File: config.mk
export PLATFORM = sky130hd
export DESIGN_NAME = serial_bus_interrupt_event_latch
export DESIGN_NICKNAME = d
export VERILOG_FILES = /design/src/design/evt_latch_pkg.sv /design/src/design/serial_bus_interrupt_event_latch.sv
export SDC_FILE = /design/constraint.sdc
export NUM_CORES = 1
export LEC_CHECK = 0
export BUFFER_PORTS_ARGS = -buffer_cell sky130_fd_sc_hd__buf_4
export CORE_ASPECT_RATIO = 1.1
export CORE_MARGIN = 3
export CORE_UTILIZATION = 46
export DETAILED_ROUTE_END_ITERATION = 6
export HOLD_SLACK_MARGIN = 0.05
export PLACE_DENSITY = 0.76
export SETUP_SLACK_MARGIN = 0.3
export SYNTH_ARGS = -nofsm -noshare
export SYNTH_HDL_FRONTEND = slang
export SYNTH_SLANG_ARGS = --single-unit
File: constraint.sdc
create_clock -name aclk -period 2.62 [get_ports aclk]
set_clock_uncertainty 0.2 [all_clocks]
set_input_delay 0.262 -clock aclk [delete_from_list [all_inputs] [get_ports aclk]]
set_output_delay 0.262 -clock aclk [all_outputs]
set_load 0.02 [all_outputs]
File: src/design/evt_latch_pkg.sv
package evt_latch_pkg;

  // Register byte offsets
  localparam logic [7:0] SET_PORT_OFF   = 8'h80;
  localparam logic [7:0] CLEAR_PORT_OFF = 8'h84;
  localparam logic [7:0] MASK_OFF       = 8'h88;
  localparam logic [7:0] CTRL_OFF       = 8'h8C;
  localparam logic [7:0] TIMER_OFF      = 8'h90;
  localparam logic [7:0] PHY_DATA_OFF   = 8'h94;

  // Event bit positions
  localparam int SOFT_BIT    = 29;
  localparam int LATE_BIT    = 27;
  localparam int PHY_BIT     = 26;
  localparam int OVERLONG_BIT = 25;
  localparam int FATAL_BIT   = 24;
  localparam int MISMATCH_BIT = 23;
  localparam int MISSED_BIT  = 22;
  localparam int SIXTYFOUR_BIT = 21;
  localparam int PSTART_BIT  = 20;

  // Writable/valid event positions: bits 29, 27..20
  localparam logic [31:0] VALID_MASK = 32'h2FF0_0000;
  // Bits zero after reset: 31,29,28,27,18,15..12
  localparam logic [31:0] EVENT_RESET = 32'h0000_0000;
  localparam logic [31:0] MASK_RESET  = 32'h0000_0000;

  // Control register bits
  localparam int CTRL_LATE_ACK_BIT   = 0;
  localparam int CTRL_TIMING_ROOT_BIT = 1;

  // Overlong cycle limit
  localparam int  CLK_HZ          = 20_000_000;
  localparam int  OVERLONG_US     = 125;
  localparam int  OVERLONG_CYCLES = (OVERLONG_US * (CLK_HZ / 1_000_000));

  localparam logic [1:0] RESP_OKAY   = 2'h0;
  localparam logic [1:0] RESP_SLVERR = 2'h2;

  typedef struct packed {
    logic        rx_fifo_pending;
    logic        phys_resp_busy;
    logic        late_ack_sent;
    logic        phy_byte_strobe;
    logic [7:0]  phy_byte;
    logic        cycle_start_tx;
    logic        subaction_gap;
    logic        context_dead;
    logic        cycle_start_rx;
    logic [6:0]  rx_seconds;
    logic [12:0] rx_count;
    logic        arb_reset_gap;
    logic [6:0]  seconds_field;
    logic [12:0] period_count_field;
  } evt_src_t;

endpackage

File: src/design/serial_bus_interrupt_event_latch.sv
// Behaviour
// Event bit sets on source rising edge or a one written to set port; bits 21 and 20 set on either edge of their source.
// Event bit clears only by a one written to clear port.
// Reads of set or clear port return events ANDed with mask.
// Bits 31, 30, 28 read zero and ignore writes.
// Bit 29 is software-only, set and cleared through the ports.
// With late_ack_enable, bit 27 sets on FIFO data, busy, or late ack.
// Bit 26 sets when a PHY byte arrives; byte readable in bits 23..16.
// With timing_root_enable, bit 25 sets if cycle start to gap exceeds 125us.
// Overlong cycle event clears timing_root_enable.
// Bit 24 sets when a context goes dead and stops.
// While bit 24 is set, that context's normal events are blocked.
// Bit 23 sets when received cycle start disagrees with local timer.
// Bit 22 sets if no cycle start between two period starts.
// Bit 22 may set early on a predicted lost cycle.
// Bit 21 sets when seconds counter bit six changes.
// Bit 20 sets when period count low bit toggles.
// After reset bits 31,29,28,27,18,15..12 are zero.
// Writing zero to a port bit leaves the event unchanged.
//
// The AXI4-Lite interface to the registers is this design's own decision.
`timescale 1ns/1ps
module serial_bus_interrupt_event_latch #(
  parameter int OVERLONG_LIMIT = evt_latch_pkg::OVERLONG_CYCLES
) (
  input  wire logic                    aclk,
  input  wire logic                    aresetn,
  input  wire logic [7:0]              s_axi_awaddr,
  input  wire logic                    s_axi_awvalid,
  output logic                         s_axi_awready,
  input  wire logic [31:0]             s_axi_wdata,
  input  wire logic [3:0]              s_axi_wstrb,
  input  wire logic                    s_axi_wvalid,
  output logic                         s_axi_wready,
  output logic [1:0]                   s_axi_bresp,
  output logic                         s_axi_bvalid,
  input  wire logic                    s_axi_bready,
  input  wire logic [7:0]              s_axi_araddr,
  input  wire logic                    s_axi_arvalid,
  output logic                         s_axi_arready,
  output logic [31:0]                  s_axi_rdata,
  output logic [1:0]                   s_axi_rresp,
  output logic                         s_axi_rvalid,
  input  wire logic                    s_axi_rready,
  input  wire evt_latch_pkg::evt_src_t src,
  output logic                         irq
);

  typedef struct packed {
    logic        awready;
    logic        wready;
    logic        aw_got;
    logic        w_got;
    logic [7:0]  awaddr;
    logic [31:0] wdata;
    logic [3:0]  wstrb;
    logic        bvalid;
    logic [1:0]  bresp;
    logic        arready;
    logic        rvalid;
    logic [1:0]  rresp;
    logic [31:0] rdata;
    logic [31:0] events;
    logic [31:0] mask;
    logic        late_ack_en;
    logic        timing_root;
    logic [7:0]  phy_byte;
    logic        late_src_d;
    logic        phy_d;
    logic        dead_d;
    logic        sec6_d;
    logic        cnt0_d;
    logic        timing_run;
    logic [15:0] cyc_cnt;
    logic        seen_start;
    logic        synch_seen;
    logic        gap_after;
    logic        irq;
  } st_t;

  st_t st_ff;
  st_t nxt_st;

  logic [31:0] rd_val;
  logic [31:0] hw_set;
  logic [31:0] wr_mask;
  logic        late_src;
  logic        blocked;
  logic        cnt_edge;
  logic        do_wr;

  always_comb
  begin
    nxt_st = st_ff;
    hw_set = 32'h0000_0000;
    wr_mask = 32'h0000_0000;
    rd_val = 32'h0000_0000;
    do_wr = 1'b0;
    for (int i = 0; i < 4; i++)
    begin
      wr_mask[i*8 +: 8] = {8{st_ff.wstrb[i]}};
    end
    blocked = st_ff.events[evt_latch_pkg::FATAL_BIT];
    late_src = src.rx_fifo_pending | src.phys_resp_busy | src.late_ack_sent;
    cnt_edge = src.period_count_field[0] ^ st_ff.cnt0_d;

    // Write channel
    nxt_st.awready = 1'b0;
    nxt_st.wready = 1'b0;
    if (s_axi_awvalid && !st_ff.aw_got && !st_ff.bvalid && !st_ff.awready)
    begin
      nxt_st.awready = 1'b1;
    end
    if (s_axi_wvalid && !st_ff.w_got && !st_ff.bvalid && !st_ff.wready)
    begin
      nxt_st.wready = 1'b1;
    end
    if (st_ff.awready && s_axi_awvalid)
    begin
      nxt_st.aw_got = 1'b1;
      nxt_st.awaddr = s_axi_awaddr;
    end
    if (st_ff.wready && s_axi_wvalid)
    begin
      nxt_st.w_got = 1'b1;
      nxt_st.wdata = s_axi_wdata;
      nxt_st.wstrb = s_axi_wstrb;
    end
    if (st_ff.aw_got && st_ff.w_got && !st_ff.bvalid)
    begin
      do_wr = 1'b1;
      nxt_st.aw_got = 1'b0;
      nxt_st.w_got = 1'b0;
      nxt_st.bvalid = 1'b1;
      nxt_st.bresp = evt_latch_pkg::RESP_OKAY;
      case ({st_ff.awaddr[7:2], 2'b00})
        evt_latch_pkg::SET_PORT_OFF,
        evt_latch_pkg::CLEAR_PORT_OFF,
        evt_latch_pkg::MASK_OFF,
        evt_latch_pkg::CTRL_OFF:
        begin
          nxt_st.bresp = evt_latch_pkg::RESP_OKAY;
        end
        default:
        begin
          nxt_st.bresp = evt_latch_pkg::RESP_SLVERR;
        end
      endcase
    end
    if (st_ff.bvalid && s_axi_bready)
    begin
      nxt_st.bvalid = 1'b0;
    end

    // Hardware event sources
    if (st_ff.late_ack_en && late_src && !st_ff.late_src_d && !blocked)
    begin
      hw_set[evt_latch_pkg::LATE_BIT] = 1'b1;
    end
    nxt_st.late_src_d = late_src;
    if (src.phy_byte_strobe && !st_ff.phy_d)
    begin
      hw_set[evt_latch_pkg::PHY_BIT] = 1'b1;
      nxt_st.phy_byte = src.phy_byte;
    end
    nxt_st.phy_d = src.phy_byte_strobe;
    if (src.context_dead && !st_ff.dead_d)
    begin
      hw_set[evt_latch_pkg::FATAL_BIT] = 1'b1;
    end
    nxt_st.dead_d = src.context_dead;
    if (src.cycle_start_rx && !blocked &&
        (src.rx_seconds != src.seconds_field ||
         src.rx_count != src.period_count_field))
    begin
      hw_set[evt_latch_pkg::MISMATCH_BIT] = 1'b1;
    end
    if (src.seconds_field[6] != st_ff.sec6_d)
    begin
      hw_set[evt_latch_pkg::SIXTYFOUR_BIT] = 1'b1;
    end
    nxt_st.sec6_d = src.seconds_field[6];
    if (cnt_edge)
    begin
      hw_set[evt_latch_pkg::PSTART_BIT] = 1'b1;
    end
    nxt_st.cnt0_d = src.period_count_field[0];

    // Lost cycle tracking
    if (src.cycle_start_tx || src.cycle_start_rx)
    begin
      nxt_st.seen_start = 1'b1;
    end
    if (src.subaction_gap && st_ff.synch_seen && !st_ff.seen_start)
    begin
      nxt_st.gap_after = 1'b1;
    end
    if (st_ff.synch_seen && !st_ff.seen_start &&
        (src.arb_reset_gap ||
         (st_ff.gap_after && src.cycle_start_rx)))
    begin
      hw_set[evt_latch_pkg::MISSED_BIT] = 1'b1;
    end
    if (cnt_edge)
    begin
      if (st_ff.synch_seen && !st_ff.seen_start)
      begin
        hw_set[evt_latch_pkg::MISSED_BIT] = 1'b1;
      end
      nxt_st.synch_seen = 1'b1;
      nxt_st.seen_start = 1'b0;
      nxt_st.gap_after = 1'b0;
    end

    // Overlong cycle timer
    if (st_ff.timing_run)
    begin
      if (st_ff.cyc_cnt != 16'hFFFF)
      begin
        nxt_st.cyc_cnt = st_ff.cyc_cnt + 16'h0001;
      end
      if (src.subaction_gap)
      begin
        nxt_st.timing_run = 1'b0;
      end
    end
    if (src.cycle_start_tx && st_ff.timing_root)
    begin
      nxt_st.timing_run = 1'b1;
      nxt_st.cyc_cnt = 16'h0000;
    end
    if (st_ff.timing_run && st_ff.timing_root &&
        src.subaction_gap && st_ff.cyc_cnt > 16'(OVERLONG_LIMIT))
    begin
      hw_set[evt_latch_pkg::OVERLONG_BIT] = 1'b1;
    end

    // Register writes; set wins over clear
    if (do_wr && {st_ff.awaddr[7:2], 2'b00} == evt_latch_pkg::CLEAR_PORT_OFF)
    begin
      nxt_st.events = st_ff.events &
        ~(st_ff.wdata & wr_mask & evt_latch_pkg::VALID_MASK);
    end
    if (do_wr && {st_ff.awaddr[7:2], 2'b00} == evt_latch_pkg::SET_PORT_OFF)
    begin
      hw_set = hw_set | (st_ff.wdata & wr_mask);
    end
    if (do_wr && {st_ff.awaddr[7:2], 2'b00} == evt_latch_pkg::MASK_OFF)
    begin
      nxt_st.mask = ((st_ff.wdata & wr_mask) | (st_ff.mask & ~wr_mask)) &
        evt_latch_pkg::VALID_MASK;
    end
    if (do_wr && {st_ff.awaddr[7:2], 2'b00} == evt_latch_pkg::CTRL_OFF &&
        st_ff.wstrb[0])
    begin
      nxt_st.late_ack_en = st_ff.wdata[evt_latch_pkg::CTRL_LATE_ACK_BIT];
      nxt_st.timing_root = st_ff.wdata[evt_latch_pkg::CTRL_TIMING_ROOT_BIT];
    end
    if (hw_set[evt_latch_pkg::OVERLONG_BIT])
    begin
      nxt_st.timing_root = 1'b0;
    end
    nxt_st.events = (nxt_st.events | hw_set) &
      evt_latch_pkg::VALID_MASK;

    // Read channel
    case ({s_axi_araddr[7:2], 2'b00})
      evt_latch_pkg::SET_PORT_OFF,
      evt_latch_pkg::CLEAR_PORT_OFF:
      begin
        rd_val = st_ff.events & st_ff.mask;
      end
      evt_latch_pkg::MASK_OFF:
      begin
        rd_val = st_ff.mask;
      end
      evt_latch_pkg::CTRL_OFF:
      begin
        rd_val = {30'h0, st_ff.timing_root, st_ff.late_ack_en};
      end
      evt_latch_pkg::TIMER_OFF:
      begin
        rd_val = {src.seconds_field, src.period_count_field, 12'h000};
      end
      evt_latch_pkg::PHY_DATA_OFF:
      begin
        rd_val = {8'h00, st_ff.phy_byte, 16'h0000};
      end
      default:
      begin
        rd_val = 32'h0000_0000;
      end
    endcase
    nxt_st.arready = 1'b0;
    if (s_axi_arvalid && !st_ff.arready && !st_ff.rvalid)
    begin
      nxt_st.arready = 1'b1;
      nxt_st.rvalid = 1'b1;
      nxt_st.rdata = rd_val;
      nxt_st.rresp = (s_axi_araddr[7:2] >= 6'h20 && s_axi_araddr[7:2] <= 6'h25)
        ? evt_latch_pkg::RESP_OKAY : evt_latch_pkg::RESP_SLVERR;
    end
    if (st_ff.rvalid && s_axi_rready)
    begin
      nxt_st.rvalid = 1'b0;
    end
    nxt_st.irq = |(nxt_st.events & nxt_st.mask);
  end

  always_ff @(posedge aclk)
  begin
    if (!aresetn)
    begin
      st_ff <= '0;
      st_ff.events <= evt_latch_pkg::EVENT_RESET;
      st_ff.mask <= evt_latch_pkg::MASK_RESET;
    end
    else
    begin
      st_ff <= nxt_st;
    end
  end

  assign s_axi_awready = st_ff.awready;
  assign s_axi_wready = st_ff.wready;
  assign s_axi_bvalid = st_ff.bvalid;
  assign s_axi_bresp = st_ff.bresp;
  assign s_axi_arready = st_ff.arready;
  assign s_axi_rvalid = st_ff.rvalid;
  assign s_axi_rresp = st_ff.rresp;
  assign s_axi_rdata = st_ff.rdata;
  assign irq = st_ff.irq;

  ////////////////////////////////////////////////////////////////////////////
  // Checks

  localparam int SW = evt_latch_pkg::SOFT_BIT;
endmodule

Word-level counts from Yosys, hierarchy flattened:

Index checks and enable logic that the tools add are counted.

* bits in registers: 162
* input port bits: 116
* output and inout port bits: 42
* word-level logic and storage cells: 146

* add/subtract/negate cells: 1
* $lt $le $gt $ge: 3
* equal/unequal tests: 14
* multiplexer cells: 24
* bitwise logic cells: 14
* reduce and logical (&&, ||, !) cells: 61

Operators by type and width (count)
* $pmux 32 s5: 1
* $and 30x30->30: 3
* $and 30x32->32: 2
* $eq 6x6->1 const B: 10
* $mux 30: 2
* $not 30->30: 2
* $or 30x30->30: 2
* $logic_and 1x1->1: 36
* $mux 36: 1
* $mux 17: 2
* $mux 32: 1
* $reduce_or 32->1: 1
* $or 28x30->30: 1
* $add 16x1->16 const B: 1
* $gt 16x12->1 const B: 1
* $mux 16: 1
* $ne 16x16->1 const B: 1
* $mux 1: 14
* $reduce_or 2->1: 7
* $ne 13x13->1: 1
* $logic_not 1->1: 12
* $ne 7x7->1: 1
* $ge 6x6->1 const B: 1
* $le 6x6->1 const B: 1
* other kinds (8): 12

Logic depth before layout (Yosys ltp):

Gate-level depths: netlist of the first run.

* word-level depth: 11
* depth in mapped cells: 8
* gate-level depth less buffers: 8

Worst setup path before layout of the first run:

Ideal clock, no wire load.

* path kind: register to register
* start point: register st_ff[179] in the netlist's numbering
* end point: register st_ff, in the netlist irq
* library setup time: 0.120 ns
* arrival time: 2.180 ns
* data required time: 2.300 ns
* slack: 0.120 ns
* cell stages (with the launch flop): 7
* path buffers: 0
* period minus slack after synthesis: 2.500 ns
* cells stage by stage: dfxtp_1 or4b_4 nor4_4 nand2_1 a221o_1 a221o_1 o31a_1

* longest elaborated chain between the ends: 6
* elaborated cells on any way between the ends: 12
* those cells by class: eq/ne: 3; mux: 3; bitwise: 2; reduce/logical: 4

RTL lines
* from (decl): RTL line serial_bus_interrupt_event_latch.sv:81 `st_t st_ff;`
* from (signal assigned): RTL line serial_bus_interrupt_event_latch.sv:320 `st_ff <= nxt_st;`
* $eq 6x6->1, on equally long branches: RTL line serial_bus_interrupt_event_latch.sv:239, serial_bus_interrupt_event_latch.sv:244
* $logic_and 1x1->1, on equally long branches: RTL line serial_bus_interrupt_event_latch.sv:239, serial_bus_interrupt_event_latch.sv:244
* $mux 30, on equally long branches: RTL line serial_bus_interrupt_event_latch.sv:239, serial_bus_interrupt_event_latch.sv:244
* $or 30x30->30: RTL line serial_bus_interrupt_event_latch.sv:263 `nxt_st.events = (nxt_st.events | hw_set) &`
* $and 30x32->32 (*): RTL line serial_bus_interrupt_event_latch.sv:307 `nxt_st.irq = |(nxt_st.events & nxt_st.mask);`
* $reduce_or 32->1 (*): RTL line serial_bus_interrupt_event_latch.sv:307

Mark *: on every way between the ends. The rest lies on a longest branch, timed or not.
A chain may end at the register's enable or synchronous reset.

Final worst setup path of the first run:

* start point: register st_ff[181] in the netlist's numbering
* end point: register st_ff, in the netlist irq

The elaborated chain is that of the path after synthesis.

==> results.md, run 1 <==
Power and ir drop:
- Summed over all cells, the static leakage comes to about 2.7 nW.
- The cell-internal power is 2.334 mW.
- The portion of total power attributed to sequential cells is 0.527.
- Of the total power, combinational logic draws 0.138.
- The worst vdd rail ir drop is 0.3559 mV.
- The share of total power dissipated in the clock network is 0.335.
- The ratio of total power to cell area is approximately 470 nW/um^2.
- After layout, the design draws a total of ~3.2 mW.
- The share of total power consumed by net switching is 0.2631.
- The switching power is 0.8331 mW.

CTS:
- CTS built an H-tree with a depth of 3.
- The clock transition at the register clock pins on the worst setup and hold paths after CTS is 0.11 ns.
- The number of buffers inserted during clock tree synthesis is 9.
- The clock net sink count is 105.
- The clock reaches the later pin of the worst-skew pair after 0.38 ns.
- The clock passes through at most 2 buffers.
- TritonCTS built the clock tree.
- The tree is rooted in a clkbuf_8.

Setup path:
- The sort of element at the end of the critical path is a flip-flop.
- Measured in cells, the most critical reg-to-reg path has a length of 6.
- Among all stages on the critical path, the largest delay is contributed by or4b_4.
- Data arrives at the worst endpoint at 2.48 ns.
- Along the worst path, the maximum fanout reaches 4.
- The kind of critical path is reg2reg.
- The critical path goes through or4b_4, o41a_1, a311oi_2, o22ai_1, a221o_1, o31a_1.
- At the worst endpoint, the required time is 2.69 ns.
- In this design, the stage delay of the slowest critical-path cell is 0.58 ns.
- The critical path startpoint category is a flip-flop.
- The endpoint identified for the worst register-to-register timing path is irq.
- Across all register-to-register paths, the minimum setup slack is 0.21 ns.
- The beginning of the worst register-to-register path is st_ff[181].

Placement:
- The total half-perimeter wirelength after legalization and detailed placement is 9.734 mm.
- The cell area reported after detailed placement is 5734 um^2.
- The final RePlAce weighted congestion is 0.9008.
- The number of buffers inserted by port buffering is 119.
- Once placement completed, the tool counted placed cells totaling 796.

Flow run:
- The number of max-cap violations is 0.

Synth:
- The cell area after synthesis is 4902 um^2.
- The most used flip-flop cell after synthesis is dfxtp_1.
- After technology mapping, the gate count stands at slightly below 600.
- The share of the Yosys chip area taken by registers is 0.4288.
- Synthesis instantiated 63 different standard cells from the library.
- Each instance of the synthesized netlist takes up on average 8.496 um^2.
- After synthesis, the share of flip-flops with an asynchronous set or reset is 0.
- After synthesis the netlist holds a flip-flop and latch count of around 110.
- In this run, synthesis inferred 0 flip-flops with an integrated enable.
- For this run, the number of Yosys warnings is 0.

GRT:
- For this run, global-route usage on met1 was measured as 0.2721.
- The met3 track demand over resource is 0.04907.
- The total routing resource utilization after global routing is 0.2301.
- The global routing stage identified its most utilized layer as met2.
- Entering global routing, the biggest net connects 38 pins.
- The first global-routing pass estimated between 20 and 25 mm of wire.
- The initial antenna violation count is 0.
- The number of global-route vias before repair is 4,798.
- The met2 capacity usage during global routing is 0.4083.
- For this run the aggregate overflow at the end of global routing stands at 0.

Timing:
- The total count of hold-check failures in the final report was 0.
- The minimum clock period after layout is 2.407 ns.
- Final hold analysis gives a worst-case slack of 0.09344 ns.
- The number of max-slew violations in the final report is 0.
- The setup total negative slack is 0 ns.
- The final setup violation count is 0.
- The remaining max-slew budget at the tightest pin is 0.5035.
- Setup repair after global routing could not meet its margin everywhere.
- The actual transition at the worst max-transition pin is 0.7432 ns.
- Timing would allow up to 415.4 MHz.
- Of the available clock period, the critical path in the final layout requires 0.9189.

Die:
- The die area is around 12,000 um^2.
- The number of primary I/O pins is between 150 and 200.
- From bottom edge to top edge, the die measures 114.3 um.
- The floorplan has 38 rows.
- The initial utilization of the core area, before any placement, comes to 0.4841.
- The placeable core region is 10,130 um^2.
- The die extent in x is 104.4 um.

Finish:
- Leaving out fill and tap cells, the most frequent cell in the layout is buf_4.
- Of the cells placed in the final design, the portion with a size suffix greater than 1 is 0.2376.
- The top cell types in the final layout, fill and taps aside, are buf_4 (138), dfxtp_1 (103), nand2_1 (74).
- The total number of nets in the final design is 858.
- The filler-free cell count of the finished design is 886.
- The relative area change from synthesis to final layout is 36.06%.
- The finished cells cover 6670 um^2.

Hold path:
- In this run the worst hold path is classified as in2reg.
- The endpoint with the worst hold slack is s_axi_rdata[1].
- The startpoint of the most critical hold path is s_axi_araddr[4].
- The instance count along the most critical hold path is 4.

Drt:
- The vias after detailed routing is between 4,000 and 5,000.
- Dividing the detail-routed wire length by the instance count gives 15.56 um.
- The detail route stage leaves a number of antenna-violating nets equal to 0.
- The starting DRC count in detailed routing is around 340.
- Using the TritonRoute via totals, the vias-per-cell ratio works out to roughly 5.4.
- The final layout contains routed wiring with a total length of 13.79 mm.
- The number of iterations in the first detailed-routing pass is 5.
- In the routed design, unresolved DRC markers number 0.

Status:
- The flow ran to the end, and the final reports show no timing, DRC or antenna violations.
[cells in the mapped netlist (all sizes together), types with 3 or more instances]
| master | instances | share of area |
|---|---|---|
| dfxtp | 105 | 0.43 |
| nand2 | 74 | 0.057 |
| nor2 | 65 | 0.050 |
| a21oi | 50 | 0.051 |
| buf | 39 | 0.058 |
| xnor2 | 32 | 0.057 |
| clkbuf | 23 | 0.018 |
| nand3 | 19 | 0.020 |
| nand4 | 14 | 0.018 |
| inv | 13 | 0.010 |
| and2 | 12 | 0.016 |
| mux2i | 12 | 0.025 |
| nor3 | 10 | 0.011 |
| a22oi | 9 | 0.014 |
| a221oi | 8 | 0.014 |
| nand2b | 8 | 0.010 |
| a222oi | 6 | 0.012 |
| and3 | 6 | 0.0079 |
| o21ai | 6 | 0.0061 |
| a31oi | 4 | 0.0051 |
| mux2 | 4 | 0.0092 |
| nor4b | 4 | 0.0084 |
| or3 | 4 | 0.0051 |
| nor2b | 3 | 0.0038 |
| nor4 | 3 | 0.0069 |
| o22ai | 3 | 0.0038 |
[through the flow]
step | util | setup WS [ns]
floorplan | - | 0.1204
global placement | 0.5662 | 0.06064
detailed placement | 0.5662 | 0.04305
CTS | 0.6560 | 0.1992
global route | 0.6584 | 0.1232
finish | 0.6586 | 0.2125
[final cells by class]
cell class	count	area [um^2]
Sequential cell	105	2105
Fill cell	849	3457
Clock inverter	7	83.83
Timing Repair Buffer	203	1697
Antenna cell	1	2.502
Inverter	14	52.55
Multi-Input combinational cell	407	2431
Tap cell	140	175.2
Clock buffer	9	123.9
[critical path: cells and delay by family (launching register included)]
kind	cells	cell delay [ns]
AOI/OAI and AO/OA	5	1.17
DFF	1	0.35
and+or+nand+nor	1	0.58
[worst max-delay path by stage]
stage	from	to	slack (ns)	cells past startpoint
after floorplan	st_ff[179]	irq	0.12	6
after global placement	st_ff[179]	irq	0.06	6
after detailed placement	st_ff[179]	irq	0.04	6
after CTS	st_ff[181]	irq	0.20	6
after global routing	st_ff[181]	irq	0.12	6
final	st_ff[181]	irq	0.21	6
[power by group through the flow]
stage / Clock (mW) / Combinational [mW] / Sequential [mW]
after floorplan: 0 / 0.188 / 1.70
after global placement: 0 / 0.337 / 1.70
after detailed placement: 0 / 0.344 / 1.70
after CTS: 1.08 / 0.427 / 1.67
after global routing: 1.14 / 0.473 / 1.67
final: 1.06 / 0.436 / 1.67
[kinds of logic (layout without fill, tap and decap cells)]
family / Yosys count / after routing / synth area share
compound gates: 110 / 110 / 0.1503
fa+ha+maj: 2 / 2 / 0.005104
buf+inv: 76 / 233 / 0.08678
flops: 105 / 105 / 0.4288
mux: 16 / 16 / 0.03369
xor+xnor: 34 / 34 / 0.06075
other cells: 1 / 13 / 0.0007650
simple gates: 233 / 233 / 0.2338
[repair_timing]
| item | in CTS | in global routing |
|---|---|---|
| setup endpoints to repair | 1 | 4 |
| pin swaps | 7 | 4 |
| setup buffers | 7 | 2 |
| resized for setup | 2 | 4 |
| hold endpoints to repair | 63 | 0 |
| hold buffers | 64 | 0 |
| cloned | 0 | 0 |
[state kept, by name, summed over array words and instances, names as in the netlist]
signal         count
s_axi_bvalid       1
s_axi_rdata       22
st_ff             74
blocked            1
irq                1
s_axi_bresp        1
s_axi_awready      1
s_axi_wready       1
s_axi_rresp        1
s_axi_arready      1
s_axi_rvalid       1
[metal layers]
metal,vias to the layer above,share of wire
li1,2292,-
met1,2261,0.41
met2,186,0.51
met3,46,0.052
met4,0,0.036
met5,-,0
Note: power is estimated with default switching activity, not from simulation.
==> inputs of run 2 (changes only) <==
Settings changed: CORE_ASPECT_RATIO 1.1 to 2.
==> results.md, run 2 (synthesis gave the netlist of run 1 again) <==
CTS:
- The clock net sink count is 105 (unchanged).
- The total number of H-tree levels is 3 (unchanged).
- The number of buffers inserted during clock tree synthesis came to 9 (unchanged).
- The maximum count of clock buffers along a single path is 2 (unchanged).
- The clock transition at the register clock pins on the worst setup and hold paths after CTS is 0.06 ns (-0.05 ns).
- The clock latency reported for the late side of the worst-skew pair is 0.34 ns (-0.04 ns).
- The clock root buffer is clkbuf_16.
- The CTS tree is done.

Placement:
- The cell area reported after detailed placement is 5751 um^2 (+0.28%).
- The final RePlAce weighted congestion is 0.8185 (-9.1%).
- The placed instance count was 794 (-0.25%).
- The total half-perimeter wirelength after legalization and detailed placement is 10.35 mm (+6.3%).
- The number of buffers inserted by port buffering is 119 (unchanged).

Setup path:
- The cell with the biggest individual delay on the critical path is or4b_4.
- The critical path goes through or4b_4, o41a_1, a311oi_2, o22ai_1, a221o_1, o31a_1.
- The delay contributed by the slowest stage of the critical path is 0.58 ns (about the same).
- The arrival time of the worst setup path is 2.54 ns (+0.06 ns).
- The critical path required time is 2.66 ns (-0.03 ns).
- The worst setup path is launched from a flip-flop.
- The kind of critical path is reg2reg.
- The sort of element at the end of the critical path is a flip-flop.
- The peak fanout along the critical path was 4 (unchanged).

Finish:
- The post-layout instance area is 6678 um^2 (+0.11%).
- The total number of nets in the final design is 854 (-0.47%).
- Ranked by flip-flop count, first place goes to st_ff.
- The relative area change from synthesis to final layout is 36.22%.
- The fraction of layout cells with a size suffix above 1 is 0.2290 (-0.008587).
- The antenna cell count is 0 (-1).
- The number of fillers in the final layout came to 872 (+2.7%).
- Leaving out fill and tap cells, the most frequent cell in the layout is buf_4.
- The number of flip-flops in the largest register came to 74 (unchanged).
- The filler-free cell count of the finished design is 873 (-1.5%).
- The share of the core filled with cells was 0.6496 (-0.009050).
- Leaving out fill and tap cells, the most frequent cells in the layout are buf_4 (138), dfxtp_1 (104), nand2_1 (74).

Power and ir drop:
- The leakage power figure is 2.676 nW (+0.17%).
- The worst vdd rail ir drop was 0.3512 mV (-1.3%).
- The power after layout is 3.361 mW (+6.1%).
- The ratio of total power to cell area is 503.4 nW/um^2 (+6.0%).

Timing:
- The final cycle utilization of the critical path was 0.9557 (+0.03680).
- Setup repair after global routing could not meet its margin everywhere.
- The highest attainable clock frequency is 399.4 MHz (-3.9%).
- The number of max-slew violations in the final report was 0 (unchanged).
- The remaining max-slew budget at the tightest pin is 0.5798 (+0.07631).
- The total count of hold-check failures in the final report is 0 (unchanged).
- The actual transition at the worst max-transition pin is 0.6293 ns (-0.1139 ns).
- The final setup violation count was 0 (unchanged).
- The minimum clock period after layout is 2.504 ns (+0.09642 ns).

GRT:
- The first-pass GRT wire length is 22.01 mm (-1.8%).
- The number of global-route vias before repair came to 4,681 (-2.4%).
- The largest net degree at the start of global routing was 34 (-11%).
- The total routing resource utilization after global routing is 0.2298 (-0.0002871).
- The global route total overflow came to 0 (unchanged).
- The initial antenna violation count is 0 (unchanged).

Die:
- The starting density of the core is 0.4769 (-0.007188).
- The placeable core region was 10,280 um^2 (+1.5%).
- The vertical die dimension is 152.0 um (+33%).
- The number of core rows is 52 (+37%).
- The number of primary I/O pins is 158 (unchanged).
- The die extent in x is 79.00 um (-24%).
- The die area is 12,010 um^2 (+0.61%).

Drt:
- The number of iterations in the first detailed-routing pass is 5 (unchanged).
- The starting DRC count in detailed routing is 304 (-10%).
- The vias after detailed routing is 4,656 (-2.7%).
- The detailed-route vias per instance came to 5.333 (-1.2%).
- The residual antenna-violating net count after detailed routing is 0 (unchanged).
- The total wirelength of the detailed-routed design was 13.84 mm (+0.33%).
- The detail-routed net length per standard cell is 15.85 um (+1.8%).
- The DRC violations left is 0 (unchanged).

Hold path:
- The min-delay analysis places its worst path in the category in2reg.

Status:
- The run finished with clean final reports.

Flow run:
- The number of max-cap violations is 0 (unchanged).
-- run 2: cell count changes in the layout (fill, tap and decap cells not counted), sizes merged --
cell	change
inv	-4
clkinv	-2
diode	-1
clkbuf	+3
dlygate4sd3	-4
-- run 2: final timing paths --
check,startpoint,to,slack [ns],cells after the start
setup / recovery,st_ff[180],irq,0.12,6
setup reg to reg,st_ff[180],irq,0.12,6
hold / removal,aresetn,irq,0.07,2
hold reg to reg,s_axi_rdata[0],s_axi_rdata[0],0.26,2
-- run 2: report_power, final --
group          switching (mW)  internal, mW  total, mW
clock network           0.535         0.726       1.26
registers              0.0323          1.64       1.67
logic                   0.202         0.229      0.431
total                   0.769          2.59       3.36
-- run 2: layer usage --
| layer | vias up | wire (um) | GRT usage | share of wire |
|---|---|---|---|---|
| met2 | 159 | 7605 | 0.4268 | 0.55 |
| met5 | - | 0 | 0 | 0 |
| li1 | 2290 | - | - | - |
| met4 | 0 | 513 | 0.1148 | 0.037 |
| met3 | 36 | 674 | 0.05154 | 0.049 |
| met1 | 2171 | 5042 | 0.2315 | 0.36 |
-- run 2: layout make-up --
| class | count | area (um^2) | area share |
|---|---|---|---|
| Clock buffer | 12 | 236.5 | 0.03541 |
| Clock inverter | 1 | 30.03 | 0.004497 |
| Inverter | 14 | 52.55 | 0.007870 |
| Multi-Input combinational cell | 407 | 2430 | 0.3639 |
| Sequential cell | 105 | 2103 | 0.3150 |
| Tap cell | 135 | 168.9 | 0.02530 |
| Timing Repair Buffer | 199 | 1657 | 0.2481 |
-- run 2: repair_timing --
item                                    4_1_cts  5_1_grt
pin swaps                                     6        3
endpoints found under the hold margin        58        0
hold buffers                                 60        0
buffers inserted                              5        1
endpoints found under the setup margin        1        7
gates cloned                                  0        0
resized for setup                             2        2
-- run 2: per-stage QoR --
step	setup WS [ns]	TNS (ns)	hold WS, ns
after global routing	0.06578	0	0.07053
after CTS	0.1809	0	0.05921
final	0.1161	0	0.06819
after global placement	0.08002	0	0.2441
after detailed placement	-0.007190	-0.007190	0.2520
after floorplan	0.1204	0	0.1815
-- run 2: critical path, delay by kind of cell (launching register included) --
family	cells	cell delay, ns
AO/OA/AOI/OAI	5	1.28
flip-flops	1	0.33
AND/OR/NAND/NOR	1	0.58
